### config.mk
export PLATFORM = sky130hd
export DESIGN_NAME = irc_carrier_gen
export DESIGN_NICKNAME = d
export VERILOG_FILES = /design/src/inc/irc_pkg.sv /design/src/inc/irc_car_if.sv /design/src/core/irc_carrier_gen.sv /design/src/core/irc_carrier_seq.sv
export SDC_FILE = /design/constraint.sdc
export NUM_CORES = 1
export LEC_CHECK = 0
export ABC_AREA = 1
export BUFFER_PORTS_ARGS = -buffer_cell sky130_fd_sc_hd__buf_2
export CAP_MARGIN = 20
export CORE_MARGIN = 3
export CORE_UTILIZATION = 59
export CTS_CLUSTER_DIAMETER = 100
export DETAILED_ROUTE_END_ITERATION = 16
export GPL_TIMING_DRIVEN = 0
export MAX_ROUTING_LAYER = met4
export PLACE_DENSITY = 0.83
export SYNTH_ARGS = -nofsm -noshare
export SYNTH_HDL_FRONTEND = slang
export SYNTH_SLANG_ARGS = --single-unit
### constraint.sdc
create_clock -name i_clk_sys -period 1.8 [get_ports i_clk_sys]
set_clock_uncertainty 0.1 [all_clocks]
set_input_delay 0.18 -clock i_clk_sys [delete_from_list [all_inputs] [get_ports i_clk_sys]]
set_output_delay 0.18 -clock i_clk_sys [all_outputs]
set_load 0.005 [all_outputs]
### src/inc/irc_pkg.sv
// Shared constants and types for the infrared carrier generator
`default_nettype none
package irc_pkg;
  // Widths
  localparam int unsigned CAR_W = 9;
  localparam int unsigned REG_W = 10;
  localparam int unsigned NIB_W = 4;
  localparam int unsigned PRE_W = 8;
  // Field positions
  localparam int unsigned DIS_BIT = 9;
  localparam int unsigned EN_BIT = 9;
  localparam int unsigned NIB_TOP_W = 2;
  // Nibble selectors for the 4-bit transfers
  localparam logic [1:0] NIB_LO = 2'h0;
  localparam logic [1:0] NIB_MID = 2'h1;
  localparam logic [1:0] NIB_HI = 2'h2;
  // Register selectors
  localparam logic SEL_LOW = 1'h0;
  localparam logic SEL_HIGH = 1'h1;
  // Reset values
  localparam logic [REG_W-1:0] LOW_W_RST = 10'h001;
  localparam logic [REG_W-1:0] HIGH_W_RST = 10'h001;
  localparam logic [REG_W-1:0] TMR_RST = 10'h000;
  // Clocking: the carrier counter runs at twice the system clock frequency,
  // so i_clk_sys is that doubled clock and fx is half of it
  localparam int unsigned CLK_HZ = 50_000_000;
  localparam int unsigned CAR_MULT = 2;
  localparam int unsigned FX_HZ = CLK_HZ / CAR_MULT;
  // Timer step and trim, in periods of the system clock frequency
  localparam int unsigned TMR_STEP_FX = 64;
  localparam int unsigned TMR_TRIM_FX = 4;
  localparam int unsigned TMR_STEP_CYC = TMR_STEP_FX * CLK_HZ / FX_HZ;
  localparam int unsigned TMR_TRIM_CYC = TMR_TRIM_FX * CLK_HZ / FX_HZ;
  // First decrement comes two steps less the trim
  localparam logic [PRE_W-1:0] PRE_STEP = PRE_W'(TMR_STEP_CYC - 1);
  localparam logic [PRE_W-1:0] PRE_FIRST = PRE_W'(2 * TMR_STEP_CYC - TMR_TRIM_CYC - 1);
  // Carrier sequencer states
  typedef enum logic [2:0] {
    ST_IDLE = 3'b001,
    ST_LOW = 3'b010,
    ST_HIGH = 3'b100
  } irc_state_t;
endpackage : irc_pkg
`default_nettype wire

### src/inc/irc_car_if.sv
// Link between the gating logic and the carrier sequencer
`default_nettype none
interface irc_car_if;
  logic run;
  logic [irc_pkg::CAR_W-1:0] low_w;
  logic [irc_pkg::CAR_W-1:0] high_w;
  logic level;
  logic busy;
  modport ctrl (output run, output low_w, output high_w, input level, input busy);
  modport seq (input run, input low_w, input high_w, output level, output busy);
endinterface : irc_car_if
`default_nettype wire

### src/core/irc_carrier_gen.sv
// Infrared carrier generator with timer gating of the remote output pin
// Notes on behaviour
// RQ1: Carrier made by one 9-bit counter and low and high width registers.
// RQ2: Bit 9 of the low width register always reads and stays zero.
// RQ3: Carrier counter ticks at twice the system clock frequency.
// RQ4: Each phase lasts register value plus one carrier counter ticks.
// RQ5: At 4 MHz system clock, each width spans 250 ns to 64 us.
// RQ6: Software writes only 001H through 1FFH into both width registers.
// RQ7: Widths read and written by nibble, full 10-bit load, or pointer load. The code has no pointer load.
// RQ8: Carrier reaches the pin only while the disable bit is zero.
// RQ9: Software sets widths before starting the timer, not during carrier output.
// RQ10: Software changes widths only while the remote output is low.
// RQ11: A timer start makes the carrier begin with its low phase.
// RQ12: Counter reaching zero stops the carrier and holds the pin low.
// RQ13: Zero reached in a high phase still completes that whole high phase.
// RQ14: Pin low if counter or enable zero, else carrier or steady high. With enable set, the code keeps the pin high until a begun high phase ends.
// RQ15: Active interval is loaded count plus one times 64 fx, minus 4 fx.
// RQ16: Software enable toggling gives pulses as short as 64 minus 4 fx.
// RQ17: In halt mode the timer and both outputs keep running.
// RQ18: In stop mode the timer halts, clears, and oscillator pins go low.
// RQ19: Loading a nonzero value into the down counter starts the timer.
// RQ20: Down counter drops by one each 64 fx; end signal while zero.
// RQ21: With enable set, indicator low while running and high when stopped.
// RQ22: Carrier counter held cleared whenever the pin is forced low or high. The code lets a begun high phase count down to zero first.
// RQ23: At each phase end the counter reloads and switches phase at once.
`default_nettype none
module irc_carrier_gen (
  // Clock, reset and freeze
  input wire logic i_clk_sys,
  input wire logic i_rst_n,
  input wire logic i_clk_en,
  // Width register access
  input wire logic i_mod_sel,
  input wire logic i_mod_nib_wr,
  input wire logic i_mod_nib_rd,
  input wire logic [1:0] i_nib_idx,
  input wire logic [irc_pkg::NIB_W-1:0] i_nib_wdata,
  input wire logic i_mod_wr,
  input wire logic [irc_pkg::REG_W-1:0] i_mod_wdata,
  output logic [irc_pkg::NIB_W-1:0] o_nib_rdata_q,
  output logic o_nib_rvalid_q,
  // Timer load
  input wire logic i_tmr_wr,
  input wire logic [irc_pkg::REG_W-1:0] i_tmr_wdata,
  // Standby
  input wire logic i_halt,
  input wire logic i_stop,
  output logic o_osc_hold_low_q,
  // Pins and status
  output logic o_ir_output_pin_q,
  output logic o_sense_indicator_pin_q,
  output logic o_tmr_end_q
);
  logic [irc_pkg::REG_W-1:0] low_width_modulo_q;
  logic [irc_pkg::REG_W-1:0] high_width_modulo_q;
  logic [irc_pkg::CAR_W-1:0] down_counter_bits_q;
  logic timer_output_enable_q;
  logic [irc_pkg::PRE_W-1:0] pre_q;
  logic running;
  logic carrier_disable_bit;
  logic ir_d;
  logic [irc_pkg::NIB_W-1:0] rd_mux;
  logic [irc_pkg::REG_W-1:0] rd_reg;

  irc_car_if car ();

  assign running = (down_counter_bits_q != '0);
  assign carrier_disable_bit = high_width_modulo_q[irc_pkg::DIS_BIT];

  // Width registers; software keeps values in range and quiet while the pin toggles
  always_ff @(posedge i_clk_sys or negedge i_rst_n) begin
    if (!i_rst_n) begin
      low_width_modulo_q <= irc_pkg::LOW_W_RST;
      high_width_modulo_q <= irc_pkg::HIGH_W_RST;
    end else if (i_clk_en) begin
      if (i_mod_wr) begin
        if (i_mod_sel == irc_pkg::SEL_HIGH) begin
          high_width_modulo_q <= i_mod_wdata; // see RQ7
        end else begin
          low_width_modulo_q <= {1'b0, i_mod_wdata[irc_pkg::CAR_W-1:0]}; // see RQ2
        end
      end else if (i_mod_nib_wr) begin
        if (i_mod_sel == irc_pkg::SEL_HIGH) begin
          case (i_nib_idx)
            irc_pkg::NIB_LO: high_width_modulo_q[3:0] <= i_nib_wdata; // see RQ7
            irc_pkg::NIB_MID: high_width_modulo_q[7:4] <= i_nib_wdata;
            irc_pkg::NIB_HI: high_width_modulo_q[9:8] <= i_nib_wdata[irc_pkg::NIB_TOP_W-1:0];
            default: high_width_modulo_q <= high_width_modulo_q;
          endcase
        end else begin
          case (i_nib_idx)
            irc_pkg::NIB_LO: low_width_modulo_q[3:0] <= i_nib_wdata; // see RQ7
            irc_pkg::NIB_MID: low_width_modulo_q[7:4] <= i_nib_wdata;
            irc_pkg::NIB_HI: low_width_modulo_q[9:8] <= {1'b0, i_nib_wdata[0]}; // see RQ2
            default: low_width_modulo_q <= low_width_modulo_q;
          endcase
        end
      end
    end
  end

  // Nibble read back, the upper nibble holds only bits 9 and 8
  always_comb begin
    rd_reg = (i_mod_sel == irc_pkg::SEL_HIGH) ? high_width_modulo_q : low_width_modulo_q;
    case (i_nib_idx)
      irc_pkg::NIB_LO: rd_mux = rd_reg[3:0];
      irc_pkg::NIB_MID: rd_mux = rd_reg[7:4];
      irc_pkg::NIB_HI: rd_mux = {2'h0, rd_reg[9:8]};
      default: rd_mux = 4'h0;
    endcase
  end

  always_ff @(posedge i_clk_sys or negedge i_rst_n) begin
    if (!i_rst_n) begin
      o_nib_rdata_q <= 4'h0;
      o_nib_rvalid_q <= 1'b0;
    end else if (i_clk_en) begin
      o_nib_rvalid_q <= i_mod_nib_rd; // see RQ7
      if (i_mod_nib_rd) begin
        o_nib_rdata_q <= rd_mux;
      end
    end
  end

  // Timer: halt mode needs no term here, only stop touches the count
  always_ff @(posedge i_clk_sys or negedge i_rst_n) begin
    if (!i_rst_n) begin
      down_counter_bits_q <= irc_pkg::TMR_RST[irc_pkg::CAR_W-1:0];
      timer_output_enable_q <= irc_pkg::TMR_RST[irc_pkg::EN_BIT];
      pre_q <= '0;
    end else if (i_clk_en) begin
      if (i_stop) begin
        down_counter_bits_q <= '0; // see RQ18
        timer_output_enable_q <= 1'b0;
        pre_q <= '0;
      end else if (i_tmr_wr) begin
        // Enable toggled by software gives its own short pulses on the pin
        timer_output_enable_q <= i_tmr_wdata[irc_pkg::EN_BIT]; // see RQ16
        down_counter_bits_q <= i_tmr_wdata[irc_pkg::CAR_W-1:0]; // see RQ19
        // The first decrement comes two steps less the trim, later steps are full length
        pre_q <= irc_pkg::PRE_FIRST; // see RQ15
      end else if (running) begin
        if (pre_q == '0) begin
          down_counter_bits_q <= down_counter_bits_q - 1'b1; // see RQ20
          pre_q <= irc_pkg::PRE_STEP; // see RQ20
        end else begin
          pre_q <= pre_q - 1'b1; // see RQ17
        end
      end
    end
  end

  // Carrier gate
  assign car.run = timer_output_enable_q && !carrier_disable_bit && running; // see RQ8
  assign car.low_w = low_width_modulo_q[irc_pkg::CAR_W-1:0]; // see RQ1 RQ5
  assign car.high_w = high_width_modulo_q[irc_pkg::CAR_W-1:0];

  // Carrier level already stays high across a finishing high phase
  assign ir_d = timer_output_enable_q && ((running && carrier_disable_bit) || car.level); // see RQ14

  irc_carrier_seq u_seq (
    .i_clk_sys(i_clk_sys),
    .i_rst_n(i_rst_n),
    .i_clk_en(i_clk_en),
    .car(car)
  );

  // Output registers; the carrier counter steps once per clock, which is 2x fx
  always_ff @(posedge i_clk_sys or negedge i_rst_n) begin
    if (!i_rst_n) begin
      o_ir_output_pin_q <= 1'b0;
      o_sense_indicator_pin_q <= 1'b1;
      o_tmr_end_q <= 1'b1;
      o_osc_hold_low_q <= 1'b0;
    end else if (i_clk_en) begin
      o_ir_output_pin_q <= ir_d; // see RQ3
      o_sense_indicator_pin_q <= !(timer_output_enable_q && running); // see RQ21
      o_tmr_end_q <= !running; // see RQ20
      o_osc_hold_low_q <= i_stop; // see RQ18
    end
  end

  // Helper logic for the interval check
  logic [15:0] act_cnt_q;
  logic [15:0] exp_cnt_q;
  logic clean_q;
  always_ff @(posedge i_clk_sys or negedge i_rst_n) begin
    if (!i_rst_n) begin
      act_cnt_q <= 16'h0000;
      exp_cnt_q <= 16'h0000;
      clean_q <= 1'b0;
    end else if (i_clk_en) begin
      if (i_stop) begin
        clean_q <= 1'b0;
      end else if (i_tmr_wr) begin
        act_cnt_q <= 16'h0000;
        exp_cnt_q <= 16'((32'(i_tmr_wdata[irc_pkg::CAR_W-1:0]) + 32'd1) * irc_pkg::TMR_STEP_CYC
                     - irc_pkg::TMR_TRIM_CYC);
        clean_q <= (i_tmr_wdata[irc_pkg::CAR_W-1:0] != '0);
      end else if (running) begin
        act_cnt_q <= act_cnt_q + 16'h0001;
      end
    end
  end

  property p_interval;
    @(posedge i_clk_sys) disable iff (!i_rst_n)
      (clean_q && $fell(running)) |-> (act_cnt_q == exp_cnt_q);
  endproperty
  a_interval: assert property (p_interval) else $error("timer interval length wrong"); // see RQ15

  property p_low_bit9;
    @(posedge i_clk_sys) disable iff (!i_rst_n)
      (i_clk_en && (i_mod_wr || i_mod_nib_wr) && i_mod_sel == irc_pkg::SEL_LOW)
      |=> (low_width_modulo_q[irc_pkg::DIS_BIT] == 1'b0);
  endproperty
  a_low_bit9: assert property (p_low_bit9) else $error("low width bit 9 set"); // see RQ2

  property p_off_low;
    @(posedge i_clk_sys) disable iff (!i_rst_n)
      (i_clk_en && !timer_output_enable_q) |=> !o_ir_output_pin_q;
  endproperty
  a_off_low: assert property (p_off_low) else $error("pin high with enable clear"); // see RQ14

  property p_steady_high;
    @(posedge i_clk_sys) disable iff (!i_rst_n)
      (i_clk_en && timer_output_enable_q && carrier_disable_bit && running) |=> o_ir_output_pin_q;
  endproperty
  a_steady_high: assert property (p_steady_high) else $error("pin not steady high"); // see RQ8

  property p_stop_low;
    @(posedge i_clk_sys) disable iff (!i_rst_n)
      (i_clk_en && !running && !car.level) |=> !o_ir_output_pin_q;
  endproperty
  a_stop_low: assert property (p_stop_low) else $error("pin high after timer end"); // see RQ12

  property p_indicator;
    @(posedge i_clk_sys) disable iff (!i_rst_n)
      (i_clk_en && timer_output_enable_q) |=> (o_sense_indicator_pin_q == !$past(running));
  endproperty
  a_indicator: assert property (p_indicator) else $error("indicator level wrong"); // see RQ21

  property p_stop_clear;
    @(posedge i_clk_sys) disable iff (!i_rst_n)
      (i_clk_en && i_stop) |=> (down_counter_bits_q == '0 && !timer_output_enable_q);
  endproperty
  a_stop_clear: assert property (p_stop_clear) else $error("stop did not clear timer"); // see RQ18

  property p_start;
    @(posedge i_clk_sys) disable iff (!i_rst_n)
      (i_clk_en && i_tmr_wr && !i_stop && i_tmr_wdata[irc_pkg::CAR_W-1:0] != '0)
      |=> running ##1 !o_tmr_end_q;
  endproperty
  a_start: assert property (p_start) else $error("timer failed to start"); // see RQ19

  property p_step;
    @(posedge i_clk_sys) disable iff (!i_rst_n)
      (i_clk_en && running && pre_q == '0 && !i_tmr_wr && !i_stop)
      |=> (down_counter_bits_q == $past(down_counter_bits_q) - 1'b1 && pre_q == irc_pkg::PRE_STEP);
  endproperty
  a_step: assert property (p_step) else $error("down counter step wrong"); // see RQ20

  property p_halt_runs;
    @(posedge i_clk_sys) disable iff (!i_rst_n)
      (i_clk_en && i_halt && !i_stop && !i_tmr_wr && running && pre_q != '0)
      |=> (pre_q == $past(pre_q) - 1'b1);
  endproperty
  a_halt_runs: assert property (p_halt_runs) else $error("timer stalled in halt"); // see RQ17

  // A low phase cut by the gate must not linger, or the pin could pulse once more
  property p_low_cut;
    @(posedge i_clk_sys) disable iff (!i_rst_n)
      (i_clk_en && car.busy && !car.level && !car.run) |=> !car.busy;
  endproperty
  a_low_cut: assert property (p_low_cut) else $error("low phase not cut"); // see RQ12

  property p_load;
    @(posedge i_clk_sys) disable iff (!i_rst_n)
      (i_clk_en && i_tmr_wr && !i_stop)
      |=> (pre_q == irc_pkg::PRE_FIRST
           && down_counter_bits_q == $past(i_tmr_wdata[irc_pkg::CAR_W-1:0]));
  endproperty
  a_load: assert property (p_load) else $error("timer load wrong"); // see RQ15 RQ19

  property p_zero_hold;
    @(posedge i_clk_sys) disable iff (!i_rst_n)
      (i_clk_en && !running && !i_tmr_wr) |=> (!running && o_tmr_end_q);
  endproperty
  a_zero_hold: assert property (p_zero_hold) else $error("timer left zero"); // see RQ20

  property p_carrier_pin;
    @(posedge i_clk_sys) disable iff (!i_rst_n)
      (i_clk_en && timer_output_enable_q && running && !carrier_disable_bit)
      |=> (o_ir_output_pin_q == $past(car.level));
  endproperty
  a_carrier_pin: assert property (p_carrier_pin) else $error("pin off carrier"); // see RQ14

  property p_rvalid_pulse;
    @(posedge i_clk_sys) disable iff (!i_rst_n)
      (i_clk_en && !i_mod_nib_rd) |=> !o_nib_rvalid_q;
  endproperty
  a_rvalid_pulse: assert property (p_rvalid_pulse) else $error("read valid held"); // see RQ7
endmodule : irc_carrier_gen
`default_nettype wire

### src/core/irc_carrier_seq.sv
// Carrier sequencer: 9-bit counter alternating low and high phase widths
`default_nettype none
module irc_carrier_seq (
  // Clock and reset
  input wire logic i_clk_sys,
  input wire logic i_rst_n,
  input wire logic i_clk_en,
  // Link to gating logic
  irc_car_if.seq car
);
  irc_pkg::irc_state_t state_q;
  logic [irc_pkg::CAR_W-1:0] cnt_q;

  assign car.level = (state_q == irc_pkg::ST_HIGH);
  assign car.busy = (state_q != irc_pkg::ST_IDLE);

  // A high phase that has begun always runs to its end, so a pulse on the pin is cut only when the enable bit clears
  always_ff @(posedge i_clk_sys or negedge i_rst_n) begin
    if (!i_rst_n) begin
      state_q <= irc_pkg::ST_IDLE;
      cnt_q <= '0;
    end else if (i_clk_en) begin
      case (state_q)
        irc_pkg::ST_IDLE: begin
          cnt_q <= '0; // see RQ22
          if (car.run) begin
            state_q <= irc_pkg::ST_LOW; // see RQ11
            cnt_q <= car.low_w; // see RQ4
          end
        end
        irc_pkg::ST_LOW: begin
          if (!car.run) begin
            state_q <= irc_pkg::ST_IDLE; // see RQ12
            cnt_q <= '0; // see RQ22
          end else if (cnt_q == '0) begin
            state_q <= irc_pkg::ST_HIGH; // see RQ23
            cnt_q <= car.high_w; // see RQ4
          end else begin
            cnt_q <= cnt_q - 1'b1; // see RQ1
          end
        end
        irc_pkg::ST_HIGH: begin
          if (cnt_q != '0) begin
            cnt_q <= cnt_q - 1'b1; // see RQ13
          end else if (car.run) begin
            state_q <= irc_pkg::ST_LOW; // see RQ23
            cnt_q <= car.low_w;
          end else begin
            state_q <= irc_pkg::ST_IDLE; // see RQ13
            cnt_q <= '0;
          end
        end
        default: begin
          state_q <= irc_pkg::ST_IDLE;
          cnt_q <= '0;
        end
      endcase
    end
  end

  property p_start_low;
    @(posedge i_clk_sys) disable iff (!i_rst_n)
      (i_clk_en && state_q == irc_pkg::ST_IDLE && car.run)
      |=> (state_q == irc_pkg::ST_LOW && cnt_q == $past(car.low_w));
  endproperty
  a_start_low: assert property (p_start_low) else $error("carrier did not start low"); // see RQ11

  property p_low_to_high;
    @(posedge i_clk_sys) disable iff (!i_rst_n)
      (i_clk_en && state_q == irc_pkg::ST_LOW && cnt_q == '0 && car.run)
      |=> (state_q == irc_pkg::ST_HIGH && cnt_q == $past(car.high_w));
  endproperty
  a_low_to_high: assert property (p_low_to_high) else $error("low phase did not hand over"); // see RQ23

  property p_high_complete;
    @(posedge i_clk_sys) disable iff (!i_rst_n)
      (i_clk_en && state_q == irc_pkg::ST_HIGH && cnt_q != '0)
      |=> (state_q == irc_pkg::ST_HIGH);
  endproperty
  a_high_complete: assert property (p_high_complete) else $error("high phase cut short"); // see RQ13

  property p_idle_clear;
    @(posedge i_clk_sys) disable iff (!i_rst_n)
      (state_q == irc_pkg::ST_IDLE && $past(state_q) == irc_pkg::ST_IDLE) |-> (cnt_q == '0);
  endproperty
  a_idle_clear: assert property (p_idle_clear) else $error("idle counter not cleared"); // see RQ22
endmodule : irc_carrier_seq
`default_nettype wire

# Word-level counts from Yosys, hierarchy flattened
# Cells that the tools add are included.
# totals
ff_bits	59
latchBits	0
ram_bits	0
mem_bits_ro	0
inputBits	36
out_inout_bits	9
wordCells	99
memories	0
# op_classes
add_sub_neg	3
mul	0
div_mod_pow	0
magnitude_cmp	0
n_eq_ne	12
shift	0
muxes	35
bitwise	0
n_reduce_logical	32
# op_table
op	count
10-bit two-way mux	9
9-bit two-way mux	8
8-bit two-way mux	4
5-bit AND reduction	6
9-bit case mux with 3 select lines	1
9-bit nonzero test	2
9-bit by 1-bit subtractor with 9-bit output (second input constant)	2
3-bit two-way mux	4
4-bit case mux with 3 select lines	1
2-bit != test (second input constant)	5
2-bit nonzero test	5
9-bit zero test	1
3-bit case mux with 3 select lines	1
8-bit zero test	1
4-bit two-way mux	2
8-bit by 1-bit subtractor with 8-bit output (second input constant)	1
2-bit two-way mux	3
2-bit AND reduction	3
3-bit nonzero test	2
1-bit logical AND	5
4-bit AND reduction	1
3-bit by 1-bit equality test with 1-bit output (second input constant)	1
3-bit by 2-bit equality test with 1-bit output (second input constant)	1
3-bit equality test (second input constant)	1
other kinds (9)	12

# Longest topological paths before layout
# Gate-level depths: netlist of the first run.
# logic_depth
depth_word	6
ltp_mapped	13
depth_no_buf	13

# Cells and area by module
# Synthesis of the first run repeated with hierarchy kept, for this count alone.
# hier_totals
cells_unflattened	544
hier_area_um2	3749.8
# modules_own_cells
module	n_inst	cells_each	area_per_inst_um2	seq_area_each_um2
irc_carrier_gen	1	354	2603.7	1156.1
irc_carrier_seq	1	190	1146.1	301.5

# Least setup slack after synthesis of the first run
# No wires, ideal clock.
# synth_path
path_kind	reg-to-reg
start	register down_counter_bits_q[0] in the netlist's numbering
end	register down_counter_bits_q[6] in the netlist's numbering
setup_time_ns	0.125
arrival_time_ns	1.422
t_required_ns	1.575
slack_ns	0.153
stages_incl_launch_ff	14
n_path_buf	0
period_less_slack_ns	1.647
cell_sequence	dfrtp_1 -> inv_1 -> ha_1 -> nand2_2 -> nor2_4 -> nand3_4 -> nand2_4 -> nand2_4 -> nand2_4 -> inv_4 -> nand2_4 -> inv_2 -> nand2_1 -> o21ai_1
# synth_between
elab_chain_cells	5
word_cells_on_any_way	8
cone_classes	add/sub (1); mux (4); reduce/logical (3)
# synth_lines
element	line	rtl
start: declaration	irc_carrier_gen.sv:56	logic [irc_pkg::CAR_W-1:0] down_counter_bits_q;
start signal: assignment	irc_carrier_gen.sv:128	down_counter_bits_q <= irc_pkg::TMR_RST[irc_pkg::CAR_W-1:0];
start signal: assignment	irc_carrier_gen.sv:139	down_counter_bits_q <= i_tmr_wdata[irc_pkg::CAR_W-1:0];
start signal: assignment	irc_carrier_gen.sv:144	down_counter_bits_q <= down_counter_bits_q - 1'b1;
9-bit by 1-bit subtractor with 9-bit output	irc_carrier_gen.sv:144	
9-bit two-way mux	irc_carrier_gen.sv:143	if (pre_q == '0) begin
9-bit two-way mux	irc_carrier_gen.sv:142	end else if (running) begin
9-bit two-way mux	irc_carrier_gen.sv:136	end else if (i_tmr_wr) begin
9-bit two-way mux	irc_carrier_gen.sv:132	if (i_stop) begin
# Parallel ways exist; a longest one is shown, timed or not. The select of a mux whose other input is x is not followed.
# A chain may end at the register's enable or synchronous reset.

# Final worst setup path of the first run
# layout_path
start	register down_counter_bits_q[0] in the netlist's numbering
end	register down_counter_bits_q[8] in the netlist's numbering
# The elaborated chain is that of the path after synthesis.

==> run_results.csv, run 1 <==
group,metric,value,unit
grt,grt_pass1_vias,3616,
sta,min_period_over_period,99.1,%
grt,grt_pass1_wl,16700,um
cts,cts_tree,"done",
grt,grt_max_degree,42,
finish,area_growth,21.2,%
route,viasPerCell,5.60,
critical_path,r2r-start,"down_counter_bits_q[0]",
finish,nFillCells,446,
critical_path,reg2regPathDepth,12,
sta,tightest_slew,468,ps
placed_design,portBuffers,42,
route,drt-total-wl,10200,um
critical_path,critical_path.max_fanout,7,
route,vias,3786,
logic_synthesis,yosys.area.top_type_share,35.0,%
die,die_w,86.2,um
placed_design,gp_congestion,0.916,
die,rows,28,
power_and_ir_drop,leakagePower,2.31,nW
power_and_ir_drop,swShare,38.5,%
finish,final_cells,676,
critical_path,cp-startpoint,"down_counter_bits_q[0]",
finish,drive_gt1_share,25.8,%
die,fp.dieH,86.2,um
critical_path,crit_top_cell,"nand2_8",
cts,numCtsBuffers,9,
route,ant_nets,0,
critical_path,cp_slowest_cell,"dfrtp_1",
logic_synthesis,synthTopCellsByArea,"dfrtp_1, nand2_1, nand3_1",
grt,grt_overflow,0,
cts,clk_path_buf_depth,2,
critical_path,r2r_slack,20,ps
sta,slew_violations,0,
cts,h-tree-depth,3,
grt,antenna_found_initial,0,
sta,slew_headroom,68.8,%
logic_synthesis,synth.most_common_cell,"nand2_1",
sta,hold_violations,0,
min_path,hp-class,"in2reg",
logic_synthesis,synth_edf_count,0,
power_and_ir_drop,peakVddDrop,0.000670,V
die,die-area,0.00743,mm2
logic_synthesis,synth_largest_area_cell,"dfrtp_1",
route,drc,0,
min_path,min_path_cells,3,
cts,root_buffer,"clkbuf_8",
finish,antenna-diode-count,0,
route,wl_per_cell,15.1,um
min_path,min_to,"o_sense_indicator_pin_q",
placed_design,placedCellCount,640,
logic_synthesis,synthCells,522,
logic_synthesis,synth-async-reset-ratio,100,%
sta,fmax,0.561,GHz
logic_synthesis,synthFlopType,"dfrtp_1",
flow_run,maxCapViolCount,0,
min_path,hp-start,"i_clk_en",
sta,hold_ws,9.57,ps
die,core_area,0.00606,mm2
route,firstDrtPassIters,5,
power_and_ir_drop,power,0.00476,W
die,ios,45,
cts,clk_latency,350,ps
status,status,"finished, final reports clean",
die,initial_utilization,62.6,%
critical_path,cp.required,1930,ps
power_and_ir_drop,combPwrFrac,37.2,%
critical_path,worstPathCellList,"inv_2, ha_4, nand2_4, nor2_4, nand3_4, nand2_4, nand2_8, nand2_8, inv_8, nand2_8, buf_6, o22ai_1",
critical_path,worst_path_largest_cell_delay,410,ps
critical_path,cp-start-kind,"register",
cts,cts_num_sinks,58,
power_and_ir_drop,power_density,1040,mW/mm2
logic_synthesis,syn_area_per_cell,7.27,um2
logic_synthesis,synthTopCellsByCount,"nand2_1, nor2_1, dfrtp_1, inv_1, nand3_1",
route,drt_iter0_drc,297,
finish,nets,638,
critical_path,r2r_end,"down_counter_bits_q[8]",
logic_synthesis,ys_ff_latch,58,
logic_synthesis,yosys_warnings,0,
critical_path,critPathKind,"reg2reg",
cts,clkTransAtPathRegs,70,ps
grt,grtUsageTotal,29.3,%
logic_synthesis,synth_area,0.00379,mm2
power_and_ir_drop,p_seq_share,37.9,%
power_and_ir_drop,netSwitchingPower,0.00183,W
sta,timing.final.crit_period,1780,ps
logic_synthesis,syn_nets,563,
critical_path,critPathCaptureType,"register",
critical_path,timing.critical_path.arrival,1910,ps
power_and_ir_drop,p_int,0.00293,W
logic_synthesis,synth_cell_types,43,
placed_design,dp_hpwl,7020,um
power_and_ir_drop,p_clk_share,25.0,%
sta,setup_viol,0,
logic_synthesis,seq_area_frac_synth,38.4,%
sta,rsz0062_at_grt,"true",
flip-flops by register name (all words and copies together), names as in the netlist:
register                 flops
high_width_modulo_q         10
down_counter_bits_q          9
low_width_modulo_q           9
u_seq.cnt_q                  9
pre_q                        8
o_nib_rdata_q                4
u_seq.state_q                3
o_ir_output_pin_q            1
o_nib_rvalid_q               1
o_osc_hold_low_q             1
o_sense_indicator_pin_q      1
o_tmr_end_q                  1
timer_output_enable_q        1
cell families (layout without fill, tap and decap cells):
group	Yosys count	in the layout	share of synthesized area, %
DFF	58	58	38.4
and+or+nand+nor	274	274	34.2
xor gates and xnor gates	5	5	1.15
muxes	1	1	0.264
buffers and inverters	75	154	8.48
AOI/OAI and AO/OA	104	104	15.8
adders and majority gates	5	5	1.65
placed cells by master, fill, tap and decap left out, types with 3 or more instances in the layout:
cell,count
a31oi_1,10
buf_2,45
nand3_1,41
inv_1,45
dfstp_2,5
o21ai_1,19
nor2_2,6
buf_6,5
nand2_8,3
buf_4,17
dfrtp_1,53
inv_2,16
nand3_2,5
nand2_1,129
a21oi_1,31
nand2_2,8
nor2_1,54
o21ai_0,29
nor2_4,7
nand4_1,5
nand2_4,6
ha_1,3
clkbuf_8,10
xor2_1,5
clkbuf_1,5
layer usage:
| metal | up-vias | routed length, um | GRT usage [%] |
|---|---|---|---|
| met3 | 30 | 567 | 4.94 |
| met5 | - | 0 | - |
| li1 | 1858 | - | - |
| met2 | 159 | 4820 | 45.3 |
| met1 | 1739 | 4530 | 37.7 |
| met4 | 0 | 317 | 13.7 |
timing repair:
action	CTS	global route
pin swaps	5	12
setup buffers	4	13
cloned	0	2
endpoints found under the setup margin	13	26
endpoints found under the hold margin	18	0
gates resized for setup	6	25
hold buffers	2	0
through the flow:
step           TNS [ps]  util, %  instance area, um2  setup WS, ps
2_1_floorplan         0        -                3790           153
5_1_grt            -892     75.8                4600         -75.1
3_3_place_gp      -80.8     67.6                4100         -31.3
6_report              0     75.8                4600          16.0
3_5_place_dp       -289     67.9                4120         -70.3
4_1_cts               0     72.2                4370          11.1
how the worst max path moves through the flow:
stage | to | slack (ps) | cells past startpoint
2_1_floorplan | down_counter_bits_q[6] | 150 | 13
3_3_place_gp | down_counter_bits_q[6] | -30 | 13
3_5_place_dp | down_counter_bits_q[5] | -70 | 13
4_1_cts | down_counter_bits_q[6] | 10 | 13
5_1_grt | down_counter_bits_q[5] | -80 | 12
6_report | down_counter_bits_q[8] | 20 | 12
final cells by class:
type                       instances  area, um2  share of cell area [%]
tap                               75       93.8                    2.04
timing repair buffer              64        418                    9.09
clock inverter                     3       40.0                   0.871
multi-input combinational        389       2100                    45.8
clock buffer                      12        145                    3.16
sequential                        58       1460                    31.7
inverter                          64        255                    5.55
buffer                            11       82.6                    1.80
worst max-delay path, delay by kind of cell, from the launching register on:
family                   cells  cell delay [ps]
AO/OA/AOI/OAI                1               60
adder cells (fa/ha/maj)      1              160
buffers and inverters        3              240
flip-flops                   1              410
AND/OR/NAND/NOR              7              690
power by group through the flow:
stage	sequential [W]	clock, W	combinational, W
after global routing	0.00183	0.00125	0.00196
after detailed placement	0.00181	0	0.00151
final	0.00180	0.00119	0.00177
after floorplan	0.00175	0	0.00116
after global placement	0.00180	0	0.00146
after CTS	0.00179	0.00119	0.00157
Power figures use the tool's default switching activity.
==> inputs of run 2 (changes only) <==
CORE_ASPECT_RATIO = 1.2   (was unset)
==> run_results.csv, run 2 (synthesized netlist as in run 1, its figures left out) <==
group,metric,value,unit
critical_path,reg2regPathDepth,13,
sta,setup_viol,0,
finish,drive_gt1_share,26.6,%
power_and_ir_drop,leakagePower,2.30,nW
critical_path,critPathCaptureType,"register",
cts,h-tree-depth,3,
critical_path,cp-start-kind,"register",
route,firstDrtPassIters,4,
placed_design,dp_hpwl,7140,um
route,wl_per_cell,14.5,um
grt,grt_overflow,0,
critical_path,cp_num_buf_inv,3,
placed_design,post-place-ws,-45.2,ps
grt,grtUsageTotal,27.0,%
critical_path,worst_path_largest_cell_delay,390,ps
finish,nFillCells,503,
placed_design,gp_congestion,0.911,
grt,grt_pass1_vias,3447,
route,drt-total-wl,9810,um
sta,slew_headroom,67.8,%
die,core_area,0.00613,mm2
power_and_ir_drop,peakVddDrop,0.000848,V
sta,fmax,0.577,GHz
critical_path,cp_slowest_cell,"dfrtp_1",
sta,slew_violations,0,
cts,root_buffer,"clkbuf_8",
finish,regMostFlops,"high_width_modulo_q",
cts,cts_num_sinks,58,
cts,clkTransAtPathRegs,70,ps
critical_path,critical_path.max_fanout,7,
finish,largest_reg_flops,10,
critical_path,r2r-start,"down_counter_bits_q[0]",
min_path,hp-start,"i_tmr_wdata[9]",
critical_path,worstPathCellList,"inv_2, ha_4, nand2_4, nor2_4, nand3_4, nand2_4, nand2_8, nand2_4, inv_6, nand2_8, inv_4, nand2_1, o21ai_1",
critical_path,crit_top_cell,"nand2_4",
status,status,"finished, final reports clean",
placed_design,portBuffers,42,
die,die-area,0.00743,mm2
finish,area_growth,21.2,%
sta,min_period_over_period,96.3,%
grt,antenna_found_initial,0,
sta,tightest_slew,483,ps
critical_path,timing.critical_path.arrival,1870,ps
flow_run,maxCapViolCount,0,
sta,timing.final.crit_period,1730,ps
route,drc,0,
die,die_w,79.2,um
sta,rsz0062_at_grt,"true",
cts,clk_latency,340,ps
min_path,min_path_cells,2,
sta,worst_slack,66.6,ps
grt,grt_max_degree,39,
critical_path,critPathKind,"reg2reg",
critical_path,r2r_end,"down_counter_bits_q[6]",
die,ios,45,
cts,clk_path_buf_depth,2,
finish,nets,633,
die,rows,31,
min_path,hp-class,"in2reg",
sta,hold_ws,27.5,ps
route,ant_nets,0,
cts,cts_tree,"done",
route,drt_iter0_drc,275,
min_path,min_to,"timer_output_enable_q",
route,viasPerCell,5.58,
power_and_ir_drop,power_density,1060,mW/mm2
finish,antenna-diode-count,0,
route,vias,3790,
sta,setup-tns-final,0,ps
finish,mostFrequentLayoutCells,"nand2_1, nor2_1, dfrtp_1",
die,initial_utilization,61.9,%
critical_path,r2r_slack,70,ps
critical_path,cp_top_family,"simple AND/OR/NAND/NOR gates",
cts,numCtsBuffers,9,
finish,final_common_cell,"nand2_1",
critical_path,cp.required,1930,ps
sta,hold_violations,0,
die,fp.dieH,93.8,um
power_and_ir_drop,power,0.00489,W
grt,grt_pass1_wl,15300,um
run 2: cell types whose count changed in the layout (fill, tap and decap cells not counted), sizes merged:
cell         change
buf              -4
bufinv           +1
clkbuf           -1
clkinv           +1
dlygate4sd3      -1
run 2: per-stage QoR:
stage / instance area [um2] / utilization [%] / std cells
2_1_floorplan: 3790 / - / 522
3_3_place_gp: 4110 / 67.0 / 646
3_5_place_dp: 4130 / 67.3 / 647
4_1_cts: 4380 / 71.5 / 665
5_1_grt: 4600 / 75.0 / 679
6_report: 4600 / 75.0 / 679
run 2: metal layers:
layer | global-route usage, % | part of all wire [%] | wire length (um) | vias up
li1 | - | - | - | 1855
met1 | 31.1 | 41 | 4000 | 1764
met2 | 44.5 | 51 | 5000 | 135
met3 | 5.85 | 5.1 | 496 | 36
met4 | 13.3 | 3.2 | 317 | 0
met5 | - | 0 | 0 | -
run 2: final cells by class:
class,instances,area [um2],area share [%]
tap,82,103,2.23
buffer,11,82.6,1.80
clock inverter,5,78.8,1.71
multi-input combinational,389,2110,46.0
clock buffer,11,141,3.07
sequential,58,1460,31.7
inverter,64,250,5.44
timing repair buffer,59,370,8.05
run 2: worst max path at each step:
stage                                       from                endpoint  slack (ps)  cells after the start
after detailed placement  down_counter_bits_q[0]  down_counter_bits_q[6]         -50                     13
final                     down_counter_bits_q[0]  down_counter_bits_q[6]          70                     13
after floorplan           down_counter_bits_q[0]  down_counter_bits_q[6]         150                     13
after global routing      down_counter_bits_q[0]          u_seq.cnt_q[0]         -30                     12
after CTS                 down_counter_bits_q[1]  down_counter_bits_q[6]           8                     13
after global placement    down_counter_bits_q[0]  down_counter_bits_q[5]         -30                     13
run 2: repair_timing:
| action | CTS | global route |
|---|---|---|
| cloned | 0 | 2 |
| hold endpoints to repair | 18 | 0 |
| gates resized for setup | 6 | 24 |
| setup buffers | 1 | 12 |
| hold buffers | 1 | 0 |
| setup endpoints to repair | 11 | 24 |
| pin swaps | 4 | 16 |
run 2: power by group:
part / internal (W) / switching (W) / leakage (nW)
logic: 0.000683 / 0.00108 / 1.47
clock network: 0.000815 / 0.000525 / 0.113
registers: 0.00157 / 0.000223 / 0.717
total: 0.00306 / 0.00182 / 2.30
